==> src/lctf_pkg.sv <==
// constants and types for the led colour trim and frame fetch block
// assumes a 32-bit classic wishbone slave port and a 100 MHz clock
package lctf_pkg;

  // register indices; byte address is four times the index
  localparam logic [5:0] LCTF_IDX_LUM_TRIM   = 6'h14;
  localparam logic [5:0] LCTF_IDX_RED_TRIM   = 6'h15;
  localparam logic [5:0] LCTF_IDX_GREEN_TRIM = 6'h16;
  localparam logic [5:0] LCTF_IDX_BLUE_TRIM  = 6'h17;
  localparam logic [5:0] LCTF_IDX_FETCH_PTR  = 6'h18;
  localparam logic [5:0] LCTF_IDX_CTRL       = 6'h19;
  localparam logic [5:0] LCTF_IDX_STATUS     = 6'h1A;

  localparam int         LCTF_ADR_W         = 8;
  localparam int         LCTF_PTR_W         = 16;
  localparam logic [7:0] LCTF_TRIM_RESET    = 8'h00;
  localparam logic [15:0] LCTF_PTR_RESET    = 16'h0000;
  localparam logic [15:0] LCTF_PTR_STEP     = 16'h0004;
  localparam logic [15:0] LCTF_PTR_ALIGN    = 16'hFFFC;

  // control and status fields
  localparam int LCTF_CTRL_EN_BIT    = 0;
  localparam int LCTF_STAT_CNT_LSB   = 0;
  localparam int LCTF_STAT_BUSY_BIT  = 4;

  // fetched word layout, byte lanes
  localparam int LCTF_LUM_LSB   = 0;
  localparam int LCTF_RED_LSB   = 8;
  localparam int LCTF_GREEN_LSB = 16;
  localparam int LCTF_BLUE_LSB  = 24;

  localparam int LCTF_FIFO_WIDTH = 32;
  localparam int LCTF_FIFO_DEPTH = 8;
  localparam int LCTF_FIFO_AW    = 3;

  typedef struct packed {
    logic [7:0] blue;
    logic [7:0] green;
    logic [7:0] red;
    logic [7:0] lum;
  } lctf_pixel_s;

  typedef struct packed {
    logic [7:0] blue;
    logic [7:0] green;
    logic [7:0] red;
    logic [7:0] lum;
  } lctf_trim_s;

  typedef enum logic [2:0] {
    LCTF_F_IDLE = 3'b001,
    LCTF_F_REQ  = 3'b010,
    LCTF_F_PUSH = 3'b100
  } lctf_fetch_e;

endpackage : lctf_pkg

==> src/lctf_top.sv <==
// led colour trim and frame fetch pointer, with its frame word fifo
// assumes a classic wishbone master, a memory port answering one word per
// request, and a pwm engine on the same clock that takes pixels on demand
//
// Summary of operation
// - trim bytes are signed, -128 to 127
// - blue trim added to blue at load
// - fetch pointer advances on every dma load without a pointer write in the same cycle
// - pointer holds 16 bits, word aligned only
// - red, green, luminance get own trims
//
// Our own choice: the Wishbone register port.
`timescale 1ns/1ps
`default_nettype none

module lctf_fifo #(
  parameter int WIDTH = 32,
  parameter int DEPTH = 8,
  parameter int AW    = 3
) (
  input  wire logic             clk,
  input  wire logic             rst,
  input  wire logic             in_valid,
  output logic                  in_ready,
  input  wire logic [WIDTH-1:0] in_data,
  output logic                  out_valid,
  input  wire logic             out_ready,
  output logic [WIDTH-1:0]      out_data,
  output logic [AW:0]           level
);
  logic [WIDTH-1:0] mem_q [DEPTH];
  logic [AW:0]      wr_q;
  logic [AW:0]      wr_d;
  logic [AW:0]      rd_q;
  logic [AW:0]      rd_d;
  logic             push;
  logic             pop;

  // extra pointer bit tells full from empty
  assign level     = wr_q - rd_q;
  // full at DEPTH entries; cast to AW+1 bits, an AW-bit cast of DEPTH is zero
  assign in_ready  = (level != (AW+1)'(DEPTH));
  assign out_valid = (wr_q != rd_q);
  assign out_data  = mem_q[rd_q[AW-1:0]];
  assign push      = in_valid && in_ready;
  assign pop       = out_valid && out_ready;

  always_comb begin
    wr_d = push ? wr_q + 1'b1 : wr_q;
    rd_d = pop ? rd_q + 1'b1 : rd_q;
  end

  always_ff @(posedge clk) begin
    if (rst) begin
      wr_q <= '0;
      rd_q <= '0;
    end else begin
      wr_q <= wr_d;
      rd_q <= rd_d;
    end
  end

  always_ff @(posedge clk) begin
    if (push) begin
      mem_q[wr_q[AW-1:0]] <= in_data;
    end
  end
endmodule : lctf_fifo

module lctf_top (
  input  wire logic                          clk,
  input  wire logic                          rst,
  input  wire logic                          wb_cyc_i,
  input  wire logic                          wb_stb_i,
  input  wire logic                          wb_we_i,
  input  wire logic [lctf_pkg::LCTF_ADR_W-1:0] wb_adr_i,
  input  wire logic [3:0]                    wb_sel_i,
  input  wire logic [31:0]                   wb_dat_i,
  output logic [31:0]                        wb_dat_o,
  output logic                               wb_ack_o,
  output logic                               mem_req,
  output logic [lctf_pkg::LCTF_PTR_W-1:0]    mem_addr,
  input  wire logic                          mem_ack,
  input  wire logic [31:0]                   mem_rdata,
  input  wire logic                          pwm_load_ready,
  output logic                               pwm_valid,
  output lctf_pkg::lctf_pixel_s              pwm_data
);
  import lctf_pkg::*;

  // signed trim on an unsigned intensity, clamped to 0..255
  // clamped rather than wrapped, so a large trim never turns a bright channel dark
  function automatic logic [7:0] trim_add(input logic [7:0] data, input logic [7:0] trim);
    logic signed [9:0] sum;
    sum = $signed({2'b00, data}) + $signed({{2{trim[7]}}, trim});
    if (sum < 10'sd0) begin
      trim_add = 8'h00;
    end else if (sum > 10'sd255) begin
      trim_add = 8'hFF;
    end else begin
      trim_add = sum[7:0];
    end
  endfunction : trim_add

  lctf_trim_s           trim_q;
  lctf_trim_s           trim_d;
  logic [15:0]          ptr_q;
  logic [15:0]          ptr_d;
  logic                 en_q;
  logic                 en_d;
  logic                 ack_q;
  logic                 ack_d;
  logic [31:0]          rdat_q;
  logic [31:0]          rdat_d;
  lctf_fetch_e          st_q;
  lctf_fetch_e          st_d;
  logic                 req_q;
  logic                 req_d;
  logic [31:0]          word_q;
  logic [31:0]          word_d;
  logic                 pv_q;
  logic                 pv_d;
  lctf_pixel_s          pix_q;
  lctf_pixel_s          pix_d;

  logic                 bus_hit;
  logic                 bus_wr;
  logic [5:0]           idx;
  logic                 f_in_valid;
  logic                 f_in_ready;
  logic                 f_out_valid;
  logic                 f_out_ready;
  logic [31:0]          f_out_data;
  logic [LCTF_FIFO_AW:0] f_level;

  assign idx     = wb_adr_i[LCTF_ADR_W-1:2];
  assign bus_hit = wb_cyc_i && wb_stb_i && !ack_q;
  // a write lands on the edge at which the master sees ack, while its request
  // still stands; the master releases right after, so it lands exactly once
  assign bus_wr  = wb_cyc_i && wb_stb_i && wb_we_i && ack_q;

  // bus slave: one-cycle ack, unmapped reads zero, unmapped writes dropped
  // read data is registered with ack, so it stands for the whole ack cycle
  always_comb begin
    ack_d  = bus_hit;
    rdat_d = rdat_q;
    trim_d = trim_q;
    en_d   = en_q;
    if (bus_hit && !wb_we_i) begin
      rdat_d = 32'h0000_0000;
      case (idx)
        LCTF_IDX_LUM_TRIM:   rdat_d[7:0] = trim_q.lum;
        LCTF_IDX_RED_TRIM:   rdat_d[7:0] = trim_q.red;
        LCTF_IDX_GREEN_TRIM: rdat_d[7:0] = trim_q.green;
        LCTF_IDX_BLUE_TRIM:  rdat_d[7:0] = trim_q.blue;
        LCTF_IDX_FETCH_PTR:  rdat_d[15:0] = ptr_q;
        LCTF_IDX_CTRL:       rdat_d[LCTF_CTRL_EN_BIT] = en_q;
        // busy is any fetch state but idle
        LCTF_IDX_STATUS: begin
          rdat_d[LCTF_STAT_CNT_LSB +: LCTF_FIFO_AW+1] = f_level;
          rdat_d[LCTF_STAT_BUSY_BIT] = !st_q[0];
        end
        default:             rdat_d = 32'h0000_0000;
      endcase
    end
    if (bus_wr && wb_sel_i[0]) begin
      case (idx)
        LCTF_IDX_LUM_TRIM:   trim_d.lum   = wb_dat_i[7:0];
        LCTF_IDX_RED_TRIM:   trim_d.red   = wb_dat_i[7:0];
        LCTF_IDX_GREEN_TRIM: trim_d.green = wb_dat_i[7:0];
        LCTF_IDX_BLUE_TRIM:  trim_d.blue  = wb_dat_i[7:0];
        LCTF_IDX_CTRL:       en_d = wb_dat_i[LCTF_CTRL_EN_BIT];
        default:             en_d = en_q;
      endcase
    end
  end

  always_ff @(posedge clk) begin
    if (rst) begin
      ack_q  <= 1'b0;
      rdat_q <= 32'h0000_0000;
      trim_q <= {4{LCTF_TRIM_RESET}};
      en_q   <= 1'b0;
    end else begin
      ack_q  <= ack_d;
      rdat_q <= rdat_d;
      trim_q <= trim_d;
      en_q   <= en_d;
    end
  end

  // fetch sequencer; only starts with room in the fifo, one word in flight,
  // so a fetched word never waits on a full fifo for long
  always_comb begin
    st_d   = st_q;
    req_d  = req_q;
    word_d = word_q;
    ptr_d  = ptr_q;
    case (st_q)
      LCTF_F_IDLE: begin
        if (en_q && f_in_ready) begin
          st_d  = LCTF_F_REQ;
          req_d = 1'b1;
        end
      end
      LCTF_F_REQ: begin
        if (mem_ack) begin
          st_d   = LCTF_F_PUSH;
          req_d  = 1'b0;
          word_d = mem_rdata;
          // 16-bit add, wraps within the pointer field
          ptr_d  = ptr_q + LCTF_PTR_STEP;
        end
      end
      LCTF_F_PUSH: begin
        if (f_in_ready) begin
          st_d = LCTF_F_IDLE;
        end
      end
      default: begin
        st_d  = LCTF_F_IDLE;
        req_d = 1'b0;
      end
    endcase
    // software write wins over the increment; low two bits forced to zero
    if (bus_wr && idx == LCTF_IDX_FETCH_PTR) begin
      if (wb_sel_i[0]) begin
        ptr_d[7:0] = wb_dat_i[7:0] & LCTF_PTR_ALIGN[7:0];
      end
      if (wb_sel_i[1]) begin
        ptr_d[15:8] = wb_dat_i[15:8];
      end
    end
  end

  assign f_in_valid = st_q[2];

  always_ff @(posedge clk) begin
    if (rst) begin
      st_q   <= LCTF_F_IDLE;
      req_q  <= 1'b0;
      word_q <= 32'h0000_0000;
      ptr_q  <= LCTF_PTR_RESET;
    end else begin
      st_q   <= st_d;
      req_q  <= req_d;
      word_q <= word_d;
      ptr_q  <= ptr_d;
    end
  end

  // both straight from flops; the memory sees a steady request until it answers
  assign mem_req  = req_q;
  assign mem_addr = ptr_q;

  lctf_fifo #(
    .WIDTH (LCTF_FIFO_WIDTH),
    .DEPTH (LCTF_FIFO_DEPTH),
    .AW    (LCTF_FIFO_AW)
  ) u_fifo (
    .clk       (clk),
    .rst       (rst),
    .in_valid  (f_in_valid),
    .in_ready  (f_in_ready),
    .in_data   (word_q),
    .out_valid (f_out_valid),
    .out_ready (f_out_ready),
    .out_data  (f_out_data),
    .level     (f_level)
  );

  // load stage: trims applied as each pixel leaves for the pwm
  // at most one pixel every other cycle; the pwm engine loads far slower than that
  assign f_out_ready = pwm_load_ready && !pv_q;

  always_comb begin
    pv_d  = 1'b0;
    pix_d = pix_q;
    if (f_out_valid && f_out_ready) begin
      pv_d        = 1'b1;
      pix_d.lum   = trim_add(f_out_data[LCTF_LUM_LSB +: 8], trim_q.lum);
      pix_d.red   = trim_add(f_out_data[LCTF_RED_LSB +: 8], trim_q.red);
      pix_d.green = trim_add(f_out_data[LCTF_GREEN_LSB +: 8], trim_q.green);
      pix_d.blue  = trim_add(f_out_data[LCTF_BLUE_LSB +: 8], trim_q.blue);
    end
  end

  always_ff @(posedge clk) begin
    if (rst) begin
      pv_q  <= 1'b0;
      pix_q <= '0;
    end else begin
      pv_q  <= pv_d;
      pix_q <= pix_d;
    end
  end

  assign wb_ack_o  = ack_q;
  assign wb_dat_o  = rdat_q;
  assign pwm_valid = pv_q;
  assign pwm_data  = pix_q;
endmodule : lctf_top

`default_nettype wire

==> config.mk <==
export PLATFORM = sky130hd
export DESIGN_NAME = lctf_top
export DESIGN_NICKNAME = d
export VERILOG_FILES = /design/src/lctf_pkg.sv /design/src/lctf_top.sv
export SDC_FILE = /design/constraint.sdc
export NUM_CORES = 1
export LEC_CHECK = 0
export ABC_CLOCK_PERIOD_IN_PS = 13300
export BUFFER_PORTS_ARGS = -buffer_cell sky130_fd_sc_hd__buf_2
export CORE_AREA = 2 2 173 175
export CTS_CLUSTER_DIAMETER = 60
export DETAILED_ROUTE_END_ITERATION = 16
export DIE_AREA = 0 0 175 177
export GPL_TIMING_DRIVEN = 0
export PLACE_DENSITY_LB_ADDON = 0.1
export SLEW_MARGIN = 40
export SYNTH_ARGS = -nofsm -noshare
export SYNTH_HDL_FRONTEND = slang
export SYNTH_SLANG_ARGS = --single-unit
==> constraint.sdc <==
create_clock -name clk -period 13.3 [get_ports clk]
set_clock_uncertainty 0.1 [all_clocks]
set_input_delay 1.995 -clock clk [delete_from_list [all_inputs] [get_ports clk]]
set_output_delay 1.995 -clock clk [all_outputs]
set_load 0.01 [all_outputs]
# Word level (Yosys, flattened, before mapping)
# Memory sizes are Yosys's and may differ from the RTL's. A register that Yosys moved wholly into a read port is not among the register bits.
# Index checks and enable logic that the tools add are counted.
op_classes:
  n_reduce_logical: 23
  eq_ne: 15
  mux: 29
  n_lt_le_gt_ge: 8
  bitwise: 1
  add_sub_neg: 8
op_table:
  columns: ["operator", "n"]
  rows:
  - ["8-bit 2-to-1 mux", 11]
  - ["16-bit 2-to-1 mux", 3]
  - ["6-bit by 5-bit equality test with 1-bit output (second input constant)", 7]
  - ["9-bit by 8-bit adder with 10-bit output", 4]
  - ["10-bit by 9-bit > comparator with 1-bit output (second input constant)", 4]
  - ["10-bit by 1-bit < comparator with 1-bit output (second input constant)", 4]
  - ["4-bit one-hot mux with 6 select lines", 1]
  - ["16-bit by 3-bit adder with 16-bit output (second input constant)", 1]
  - ["3-bit 2-to-1 mux", 5]
  - ["3-bit one-hot mux with 5 select lines", 1]
  - ["2-bit AND reduction", 6]
  - ["1-bit logical AND", 11]
  - ["3-bit one-hot mux with 3 select lines", 1]
  - ["4-bit by 1-bit adder with 4-bit output (second input constant)", 2]
  - ["1-bit one-hot mux with 7 select lines", 1]
  - ["2-bit inequality test (second input constant)", 3]
  - ["3-bit AND reduction", 2]
  - ["1-bit 2-to-1 mux", 5]
  - ["1-bit logical NOT", 4]
  - ["4-bit inequality test", 1]
  - ["4-bit inequality test (second input constant)", 1]
  - ["4-bit subtractor", 1]
  - ["3-bit by 1-bit equality test with 1-bit output (second input constant)", 1]
  - ["3-bit by 2-bit equality test with 1-bit output (second input constant)", 1]
  - ["other kinds (3)", 3]
word_totals:
  elab_cells: 103
  mem_bits_rw: 256
  ff_bits: 143
  out_inout_bits: 83
  in_bits: 83
  n_memories: 1
mem_list:
  columns: ["name", "words", "width", "rd", "rd_ports_with_merged_regs", "write_ports", "line_no", "rtl"]
  rows:
  - ["u_fifo.mem_q", 8, 32, 1, 1, 1, "lctf_top.sv:31", "logic [WIDTH-1:0] mem_q [DEPTH];"]

# Logic depth before layout (Yosys ltp)
# Gate-level depths: netlist of the first run.
depth:
  ltp_word: 5
  depth_mapped: 13
  mapped_depth_nobuf: 11

# By module
# Synthesis of the first run repeated with hierarchy kept, for this count alone.
unflattened:
  hier_cells: 1302
  hier_area_um2: 17610.6
modules_own_cells:
  columns: ["module", "cells_each", "area_each_um2", "instances", "seq_area_each_um2"]
  rows:
  - ["lctf_fifo", 452, 10530.1, 1, 7907.6]
  - ["lctf_top", 850, 7080.5, 1, 2662.6]

# Least setup slack after synthesis of the first run
# Ideal clock, no wire load.
synth_timing:
  kind: "reg-to-reg"
  startpoint: "reg u_fifo.wr_q[0]"
  endpoint: "mem u_fifo.mem_q[0][0], enable pin"
  path_buffers: 0
  slack_ns: 7.937
  path_stages_with_launch: 9
  arrival_ns: 4.762
  required_time_ns: 12.699
  synth_period_minus_slack_ns: 5.363
  setup_time_ns: 0.501
  cell_sequence: "dfxtp_1 -> inv_1 -> ha_1 -> fa_1 -> xor2_1 -> and3_1 -> nand3_1 -> nand2_1 -> nor4_1"
synth_via:
  elab_chain_cells: 5
synth_lines:
  columns: ["element", "line_no", "rtl"]
  rows:
  - ["start, declared", "lctf_top.sv:32", "logic [AW:0] wr_q;"]
  - ["start signal, assigned", "lctf_top.sv:58", "wr_q <= wr_d;"]
  - ["4-bit subtractor", "lctf_top.sv:40", "assign level = wr_q - rd_q;"]
  - ["4-bit inequality test", "lctf_top.sv:42", "assign in_ready = (level != (AW+1)'(DEPTH));"]
  - ["1-bit logical AND", "lctf_top.sv:45", "assign push = in_valid && in_ready;"]
  - ["1-bit 2-to-1 mux", "lctf_top.sv:64", "if (push) begin"]
  - ["1-bit 2-to-1 mux (implied by the code)", "lctf_top.sv:65", "mem_q[wr_q[AW-1:0]] <= in_data;"]
  - ["end, declared", "lctf_top.sv:31", null]
# Parallel ways exist; a longest one is shown, timed or not.

==> results of run 1 <==
-- flip-flops by register name, indices dropped and copies added, names as in the netlist, named ones only --
register,cells
u_fifo.mem_q,256
pwm_valid,1
wb_ack_o,1
pwm_data,32
en_q,1
word_q,32
mem_addr,14
wb_dat_o,16
trim_q,32
u_fifo.rd_q,4
u_fifo.wr_q,4
st_q,3
mem_req,1
-- through the flow --
| step | worst slack [ns] | instances | instance area [um2] | hold WS (ns) |
|---|---|---|---|---|
| after CTS | 8.23 | 1957 | 20000 | 0.353 |
| after global placement | 4.44 | 1833 | 18400 | 0.341 |
| after global routing | 7.83 | 1957 | 20000 | 0.370 |
| after floorplan | 7.94 | 1316 | 17300 | 0.350 |
| final | 8.26 | 1957 | 20000 | 0.352 |
| after detailed placement | 8.24 | 1882 | 18700 | 0.345 |
-- worst paths after layout --
path	startpoint	to	cells after the start
worst min register to register	wb_dat_o[0]	wb_dat_o[0]	2
worst max register to register	register	pwm_data[23]	12
worst max-delay path	register	pwm_data[23]	12
worst min-delay path	wb_dat_o[0]	wb_dat_o[0]	2
-- cell usage after synthesis (20+ instances only) --
library cell and number:
edfxtp_1 256, nand2_1 148, dfxtp_1 144, a21oi_1 91, nor2_1 80, mux4_2 64, clkbuf_1 45, ha_1 42
nand3_1 34, inv_1 28, mux2_2 28, mux2i_1 26, a211oi_1 23, a221oi_1 23, nor3_1 20, xnor2_1 20
xor2_1 20
-- layer usage --
| layer | wire (um) | up-vias |
|---|---|---|
| met4 | 1250 | 0 |
| met2 | 20100 | 470 |
| met1 | 17900 | 5672 |
| met5 | 0 | - |
| met3 | 2850 | 80 |
| li1 | - | 5366 |
-- worst min-delay path, cell delays in order (launching register included) --
cell and delay (ns):
dfxtp_1 0.30, nand2_1 0.05, a21oi_1 0.05
-- area by class of cell --
class                           count  area, um2
Tap cell                          390        488
Clock inverter                     18        146
Multi-Input combinational cell    808       6260
Fill cell                        2142       9220
Timing Repair Buffer              176        933
Buffer                             80        385
Inverter                           28        105
Sequential cell                   400      10600
Clock buffer                       57       1140
-- where the power goes --
group,internal [W],switching (W),total (W)
sequential,0.00131,0.000000742,0.00131
combinational,0.0000152,0.0000262,0.0000414
clock,0.000637,0.000457,0.00109
-- cells by family (layout without fill, tap and decap cells) --
logic type                 count (synthesis)  count (layout)  synth area share, %
AOI/OAI and AO/OA                        241             241                 9.19
xor gates and xnor gates                  40              40                 2.04
adders and majority gates                 47              47                 3.64
buffers and inverters                    108             359                 2.85
DFF                                      400             400                 61.5
muxes                                    118             118                 11.7
other                                      1              18               0.0218
and+or+nand+nor                          344             344                 9.06
==> flow_summary.html, run 1 <==
<table>
<tr><th>Metric</th><th>Value</th></tr>
<tr><th colspan="2">Run status</th></tr>
<tr><td>Result of the run</td><td>completed</td></tr>
<tr><th colspan="2">Timing</th></tr>
<tr><td>Shortest clock period the worst path allows after layout</td><td>5.04 ns</td></tr>
<tr><td>Total negative setup slack</td><td>0 ns</td></tr>
<tr><td>Count of endpoints failing hold in the final timing report</td><td>0</td></tr>
<tr><td>Actual transition at the worst max-transition pin</td><td>0.870 ns</td></tr>
<tr><td>Setup violations, final</td><td>0</td></tr>
<tr><td>Fraction of the cycle the final worst path needs</td><td>37.9%</td></tr>
<tr><td>Rel. slew slack</td><td>42.0%</td></tr>
<tr><td>Max frequency</td><td>199 MHz</td></tr>
<tr><td>Slew Viols, Final</td><td>0</td></tr>
<tr><td>Setup repair after global routing missed its margin</td><td>no</td></tr>
<tr><th colspan="2">CTS</th></tr>
<tr><td>Resized Gates After CTS</td><td>0</td></tr>
<tr><td>Post-CTS Repair Setup Buffers</td><td>0</td></tr>
<tr><td>Total number of H-tree levels</td><td>2</td></tr>
<tr><td>Post-cts hold buffer count</td><td>0</td></tr>
<tr><td>Clock root buffer master</td><td>clkbuf_16</td></tr>
<tr><td>Insertion delay of the later-clocked pin in the worst-skew pair</td><td>0.53 ns</td></tr>
<tr><td>Clock-pin transition on the worst setup and hold timing paths</td><td>0.06 ns</td></tr>
<tr><td>Clock sink count</td><td>400</td></tr>
<tr><td>Clk buf depth</td><td>3</td></tr>
<tr><td>CTS tree</td><td>yes</td></tr>
<tr><td>Inserted Clock Buffers</td><td>41</td></tr>
<tr><th colspan="2">Placed design</th></tr>
<tr><td>Routability cong.</td><td>0.903</td></tr>
<tr><td># port buffers</td><td>127</td></tr>
<tr><td>HPWL Detailed</td><td>30200 um</td></tr>
<tr><th colspan="2">Floorplan</th></tr>
<tr><td>Std cell rows</td><td>63</td></tr>
<tr><td>Die extent in x</td><td>175 um</td></tr>
<tr><td>I/O pin count</td><td>166</td></tr>
<tr><td>Area of the placeable core</td><td>29200 um2</td></tr>
<tr><td>Die area</td><td>31000 um2</td></tr>
<tr><td>Die Y-Extent</td><td>177 um</td></tr>
<tr><td>Starting density of the core</td><td>58.8%</td></tr>
<tr><th colspan="2">Synth</th></tr>
<tr><td>Synthesis warning total</td><td>0</td></tr>
<tr><td>Netlist Area Pre-Place</td><td>17200 um2</td></tr>
<tr><td>Yosys reg bits</td><td>400</td></tr>
<tr><td>Top_reg_cell synth</td><td>edfxtp_1</td></tr>
<tr><td>Ranking of synthesized cells by area</td><td>edfxtp_1 45%, dfxtp_1 17%, mux4_2 8.4%</td></tr>
<tr><td>Synthesized instance count</td><td>1299</td></tr>
<tr><td>Post-synthesis sequential area ratio</td><td>61.5%</td></tr>
<tr><td>Number of library cell types mapped by synthesis</td><td>59</td></tr>
<tr><td>Most area-hungry cell type in the Yosys netlist</td><td>edfxtp_1</td></tr>
<tr><td>Top cell type's share of synthesized area</td><td>44.7%</td></tr>
<tr><td>Fraction of registers with async set/reset</td><td>0%</td></tr>
<tr><td>Number of enable-type register cells in the synthesized netlist</td><td>256</td></tr>
<tr><td>Avg Cell Area, Syn</td><td>13.2 um2</td></tr>
<tr><th colspan="2">Drt</th></tr>
<tr><td>Detailed-route wire length per cell</td><td>21.5 um</td></tr>
<tr><td>Post-route ant nets</td><td>0</td></tr>
<tr><td>First-pass iteration count of the detailed router</td><td>5</td></tr>
<tr><td>Number of DRC markers after the initial detailed-route iteration</td><td>1035</td></tr>
<tr><td>Ratio of routed vias to standard cells</td><td>5.92</td></tr>
<tr><td>Total wirelength of the detailed-routed design</td><td>42100 um</td></tr>
<tr><td>Remaining routing DRC violations</td><td>0</td></tr>
<tr><td>Via count</td><td>11.6k</td></tr>
<tr><th colspan="2">Global routing</th></tr>
<tr><td>Total routing resource utilization after global routing</td><td>27.4%</td></tr>
<tr><td>Layer with the highest usage after global routing</td><td>met2</td></tr>
<tr><td>Overflow left after global routing</td><td>0</td></tr>
<tr><td>Global-route wire length before repair</td><td>63800 um</td></tr>
<tr><td>Largest net degree at the start of global routing</td><td>32</td></tr>
<tr><td>Grt met2 use</td><td>45.1%</td></tr>
<tr><td>Initial antenna violation count</td><td>0</td></tr>
<tr><td>Met1 usage in global routing</td><td>38.2%</td></tr>
<tr><td>Via count of the first global-routing pass</td><td>11.1k</td></tr>
<tr><td>GR Layer Usage met3</td><td>3.67%</td></tr>
<tr><th colspan="2">Power and ir drop</th></tr>
<tr><td>Leak</td><td>6.51 nW</td></tr>
<tr><td>Power after layout</td><td>0.00244 W</td></tr>
<tr><td>Pwr per Cell Area</td><td>122 nW/um2</td></tr>
<tr><td>Peak VDD IR</td><td>0.104 mV</td></tr>
<tr><th colspan="2">Cells and area</th></tr>
<tr><td>Most common library cell in the layout ignoring fill and taps</td><td>edfxtp_1</td></tr>
<tr><td>Number of antenna repair diodes</td><td>0</td></tr>
<tr><td>Area overhead of the layout relative to synthesis</td><td>16.4%</td></tr>
<tr><td>Final core utilization</td><td>68.5%</td></tr>
<tr><td>Fraction of final layout cells with drive strength greater than 1</td><td>23.5%</td></tr>
<tr><td>Highest-count cells in the layout ignoring fill and taps</td><td>256 x edfxtp_1, 175 x buf_2, 148 x nand2_1</td></tr>
<tr><td>Net total in the final layout</td><td>1665</td></tr>
<tr><th colspan="2">Critical path</th></tr>
<tr><td>Maximum fanout encountered on the critical timing path</td><td>10</td></tr>
<tr><td>Worst R2R Setup Slack</td><td>8.26 ns</td></tr>
<tr><td>Critical path data arrival time</td><td>5.30 ns</td></tr>
<tr><td>Number of buffers and inverters on the critical path</td><td>3</td></tr>
<tr><td>CP top delay family</td><td>compound AO/OA/AOI/OAI gates</td></tr>
<tr><td>Largest stage delay, worst path</td><td>0.58 ns</td></tr>
<tr><td>Endpoint required time on the critical path</td><td>13.56 ns</td></tr>
<tr><td>Worst path cell trace</td><td>clkbuf_1, buf_2, mux4_2, mux2i_1, inv_1, ha_1, a211oi_1, o31ai_1, a221oi_1, a211oi_1, a31oi_1, a221oi_1</td></tr>
<tr><td>Startpoint type of the worst setup path</td><td>register</td></tr>
<tr><td>Crit. End Element</td><td>register</td></tr>
<tr><td>Highest-delay cell along the critical path</td><td>clkbuf_1</td></tr>
<tr><td>Type of the worst setup path</td><td>register to register</td></tr>
<tr><th colspan="2">Flow run</th></tr>
<tr><td>Count of maximum capacitance violations</td><td>0</td></tr>
<tr><th colspan="2">Min path</th></tr>
<tr><td>Worst hold path class</td><td>register to register</td></tr>
</table>
Note: power is estimated with default switching activity, not from simulation.
==> run 2, diff against run 1 <==
ABC_CLOCK_PERIOD_IN_PS = 4200   (was 13300)
CORE_AREA = 2 2 184 186   (was 2 2 173 175)
DIE_AREA = 0 0 186 188   (was 0 0 175 177)
clock period = 4.2 ns   (was 13.3 ns; I/O delays follow)
==> flow_summary.html, run 2 (synthesized netlist as in run 1, its figures left out) <==
<table>
<tr><th>Metric</th><th>Value</th></tr>
<tr><th colspan="2">Critical path</th></tr>
<tr><td>Critical path data arrival time</td><td>4.25 ns</td></tr>
<tr><td>Startpoint type of the worst setup path</td><td>register</td></tr>
<tr><td>R2R Path End</td><td>pwm_data[22]</td></tr>
<tr><td>Worst R2R Setup Slack</td><td>0.24 ns</td></tr>
<tr><td>Type of the worst setup path</td><td>register to register</td></tr>
<tr><td>Worst path cell trace</td><td>buf_4, mux4_2, mux2i_2, inv_1, ha_1, a211oi_1, o31ai_1, a221oi_2, mux2i_2, a21o_1, a31oi_1</td></tr>
<tr><td>Crit. End Element</td><td>register</td></tr>
<tr><td>Largest stage delay, worst path</td><td>0.55 ns</td></tr>
<tr><td>Number of buffers and inverters on the critical path</td><td>2</td></tr>
<tr><td>Worst r2r path cells</td><td>11</td></tr>
<tr><td>Endpoint required time on the critical path</td><td>4.49 ns</td></tr>
<tr><td>CP top delay family</td><td>multiplexers</td></tr>
<tr><td>Highest-delay cell along the critical path</td><td>mux4_2</td></tr>
<tr><td>Cell repeated most along the worst path</td><td>mux2i_2</td></tr>
<tr><td>Maximum fanout encountered on the critical timing path</td><td>10</td></tr>
<tr><th colspan="2">Floorplan</th></tr>
<tr><td>Die Y-Extent</td><td>188 um</td></tr>
<tr><td>Die area</td><td>35000 um2</td></tr>
<tr><td>Die extent in x</td><td>186 um</td></tr>
<tr><td>Starting density of the core</td><td>51.9%</td></tr>
<tr><td>Std cell rows</td><td>67</td></tr>
<tr><td>Area of the placeable core</td><td>33100 um2</td></tr>
<tr><td>I/O pin count</td><td>166</td></tr>
<tr><th colspan="2">Drt</th></tr>
<tr><td>Number of DRC markers after the initial detailed-route iteration</td><td>678</td></tr>
<tr><td>Ratio of routed vias to standard cells</td><td>5.69</td></tr>
<tr><td>First-pass iteration count of the detailed router</td><td>6</td></tr>
<tr><td>Via count</td><td>11.4k</td></tr>
<tr><td>Post-route ant nets</td><td>0</td></tr>
<tr><td>Detailed-route wire length per cell</td><td>21.2 um</td></tr>
<tr><td>Total wirelength of the detailed-routed design</td><td>42600 um</td></tr>
<tr><td>Remaining routing DRC violations</td><td>0</td></tr>
<tr><th colspan="2">Timing</th></tr>
<tr><td>Count of endpoints failing hold in the final timing report</td><td>0</td></tr>
<tr><td>Total negative setup slack</td><td>0 ns</td></tr>
<tr><td>Rel. slew slack</td><td>48.1%</td></tr>
<tr><td>Shortest clock period the worst path allows after layout</td><td>3.96 ns</td></tr>
<tr><td>Fraction of the cycle the final worst path needs</td><td>94.2%</td></tr>
<tr><td>Setup repair after global routing missed its margin</td><td>yes</td></tr>
<tr><td>Max frequency</td><td>253 MHz</td></tr>
<tr><td>Actual transition at the worst max-transition pin</td><td>0.767 ns</td></tr>
<tr><td>Slew Viols, Final</td><td>0</td></tr>
<tr><td>Setup violations, final</td><td>0</td></tr>
<tr><th colspan="2">Power and ir drop</th></tr>
<tr><td>Leak</td><td>6.86 nW</td></tr>
<tr><td>Pwr per Cell Area</td><td>393 nW/um2</td></tr>
<tr><td>Peak VDD IR</td><td>0.316 mV</td></tr>
<tr><th colspan="2">Min path</th></tr>
<tr><td>Worst hold path class</td><td>input pin to register</td></tr>
<tr><td>Worst min-delay path endpoint</td><td>word_q[7]</td></tr>
<tr><td>Start point of the worst hold path</td><td>mem_rdata[7]</td></tr>
<tr><td>Hold Path Depth</td><td>3</td></tr>
<tr><th colspan="2">Global routing</th></tr>
<tr><td>Overflow left after global routing</td><td>0</td></tr>
<tr><td>Initial antenna violation count</td><td>0</td></tr>
<tr><td>Via count of the first global-routing pass</td><td>11.2k</td></tr>
<tr><td>Total routing resource utilization after global routing</td><td>24.6%</td></tr>
<tr><td>Largest net degree at the start of global routing</td><td>32</td></tr>
<tr><td>Global-route wire length before repair</td><td>64400 um</td></tr>
<tr><th colspan="2">CTS</th></tr>
<tr><td>Clk buf depth</td><td>3</td></tr>
<tr><td>Clock root buffer master</td><td>clkbuf_16</td></tr>
<tr><td>Clock-pin transition on the worst setup and hold timing paths</td><td>0.06 ns</td></tr>
<tr><td>CTS tree</td><td>yes</td></tr>
<tr><td>Clock sink count</td><td>400</td></tr>
<tr><td>Insertion delay of the later-clocked pin in the worst-skew pair</td><td>0.53 ns</td></tr>
<tr><td>Post-cts hold buffer count</td><td>0</td></tr>
<tr><td>Inserted Clock Buffers</td><td>42</td></tr>
<tr><td>Total number of H-tree levels</td><td>2</td></tr>
<tr><th colspan="2">Cells and area</th></tr>
<tr><td>Number of antenna repair diodes</td><td>0</td></tr>
<tr><td>Flip-flop count of the largest register, all copies and words added</td><td>256</td></tr>
<tr><td>Layout filler cell count</td><td>2612</td></tr>
<tr><td>Highest-count cells in the layout ignoring fill and taps</td><td>256 x edfxtp_1, 162 x buf_2, 148 x nand2_1</td></tr>
<tr><td>Area overhead of the layout relative to synthesis</td><td>18.6%</td></tr>
<tr><td>Fraction of final layout cells with drive strength greater than 1</td><td>25.3%</td></tr>
<tr><td>Net total in the final layout</td><td>1663</td></tr>
<tr><td>Final cell count without fillers</td><td>2012</td></tr>
<tr><td>Most common library cell in the layout ignoring fill and taps</td><td>edfxtp_1</td></tr>
<tr><th colspan="2">Placed design</th></tr>
<tr><td>Placed instance count</td><td>1936</td></tr>
<tr><td>HPWL Detailed</td><td>30400 um</td></tr>
<tr><td>Routability cong.</td><td>0.900</td></tr>
<tr><td># port buffers</td><td>127</td></tr>
<tr><th colspan="2">Run status</th></tr>
<tr><td>Result of the run</td><td>completed</td></tr>
<tr><th colspan="2">Flow run</th></tr>
<tr><td>Count of maximum capacitance violations</td><td>0</td></tr>
</table>
[run 2: timing repair]
action	4_1_cts	5_1_grt
resized for setup	19	15
endpoints found under the setup margin	32	32
setup buffers	0	3
pin swaps	0	2
cloned	0	0
[run 2: worst min-delay path: cells and delay by family]
kind,cells,cell delay [ns]
buffers and inverters,1,0.10
AOI/OAI and AO/OA,1,0.05
and+or+nand+nor,1,0.04
[run 2: final cells by class]
type	count	area [um2]	area share [%]
Multi-Input combinational cell	808	6370	31.2
Timing Repair Buffer	175	980	4.80
Sequential cell	400	10600	51.8
Inverter	28	105	0.515
Tap cell	448	561	2.75
Buffer	78	399	1.96
Clock buffer	62	1220	5.97
Clock inverter	13	186	0.914
[run 2: per-stage QoR]
step                util (%)  hold slack (ns)  total power [W]  instance area, um2  worst slack, ns
floorplan                  -            0.350          0.00428               17300            -1.16
global placement        55.8            0.343          0.00435               18500            -4.65
detailed placement      56.9            0.349          0.00435               18800           -0.962
CTS                     61.3            0.216          0.00806               20300           0.0532
global route            61.6            0.233          0.00823               20400          -0.0524
finish                  61.6            0.232          0.00801               20400            0.243
[run 2: report_power, final]
part,internal [W],switching (W)
sequential,0.00414,0.00000225
combinational,0.0000475,0.0000837
clock,0.00226,0.00148
total,0.00644,0.00157
[run 2: worst max-delay path by stage]
stage,startpoint,end,slack (ns),cells past startpoint
after global placement,u_fifo.wr_q[0],u_fifo.mem_q[2][14],-4.65,8
final,register,pwm_data[22],0.24,11
after floorplan,u_fifo.wr_q[0],u_fifo.mem_q[0][0],-1.16,8
after global routing,register,pwm_data[15],-0.05,12
after detailed placement,register,pwm_data[1],-0.96,12
after CTS,register,pwm_data[14],0.05,11
[run 2: layer usage]
layer  vias to the layer above  GRT usage (%)  share of wire (%)
met5                         -              0                  0
met4                         0           7.51                2.6
met3                        65           4.33                6.5
met2                       388           39.8                 48
met1                      5607           34.0                 43
li1                       5385              -                  -
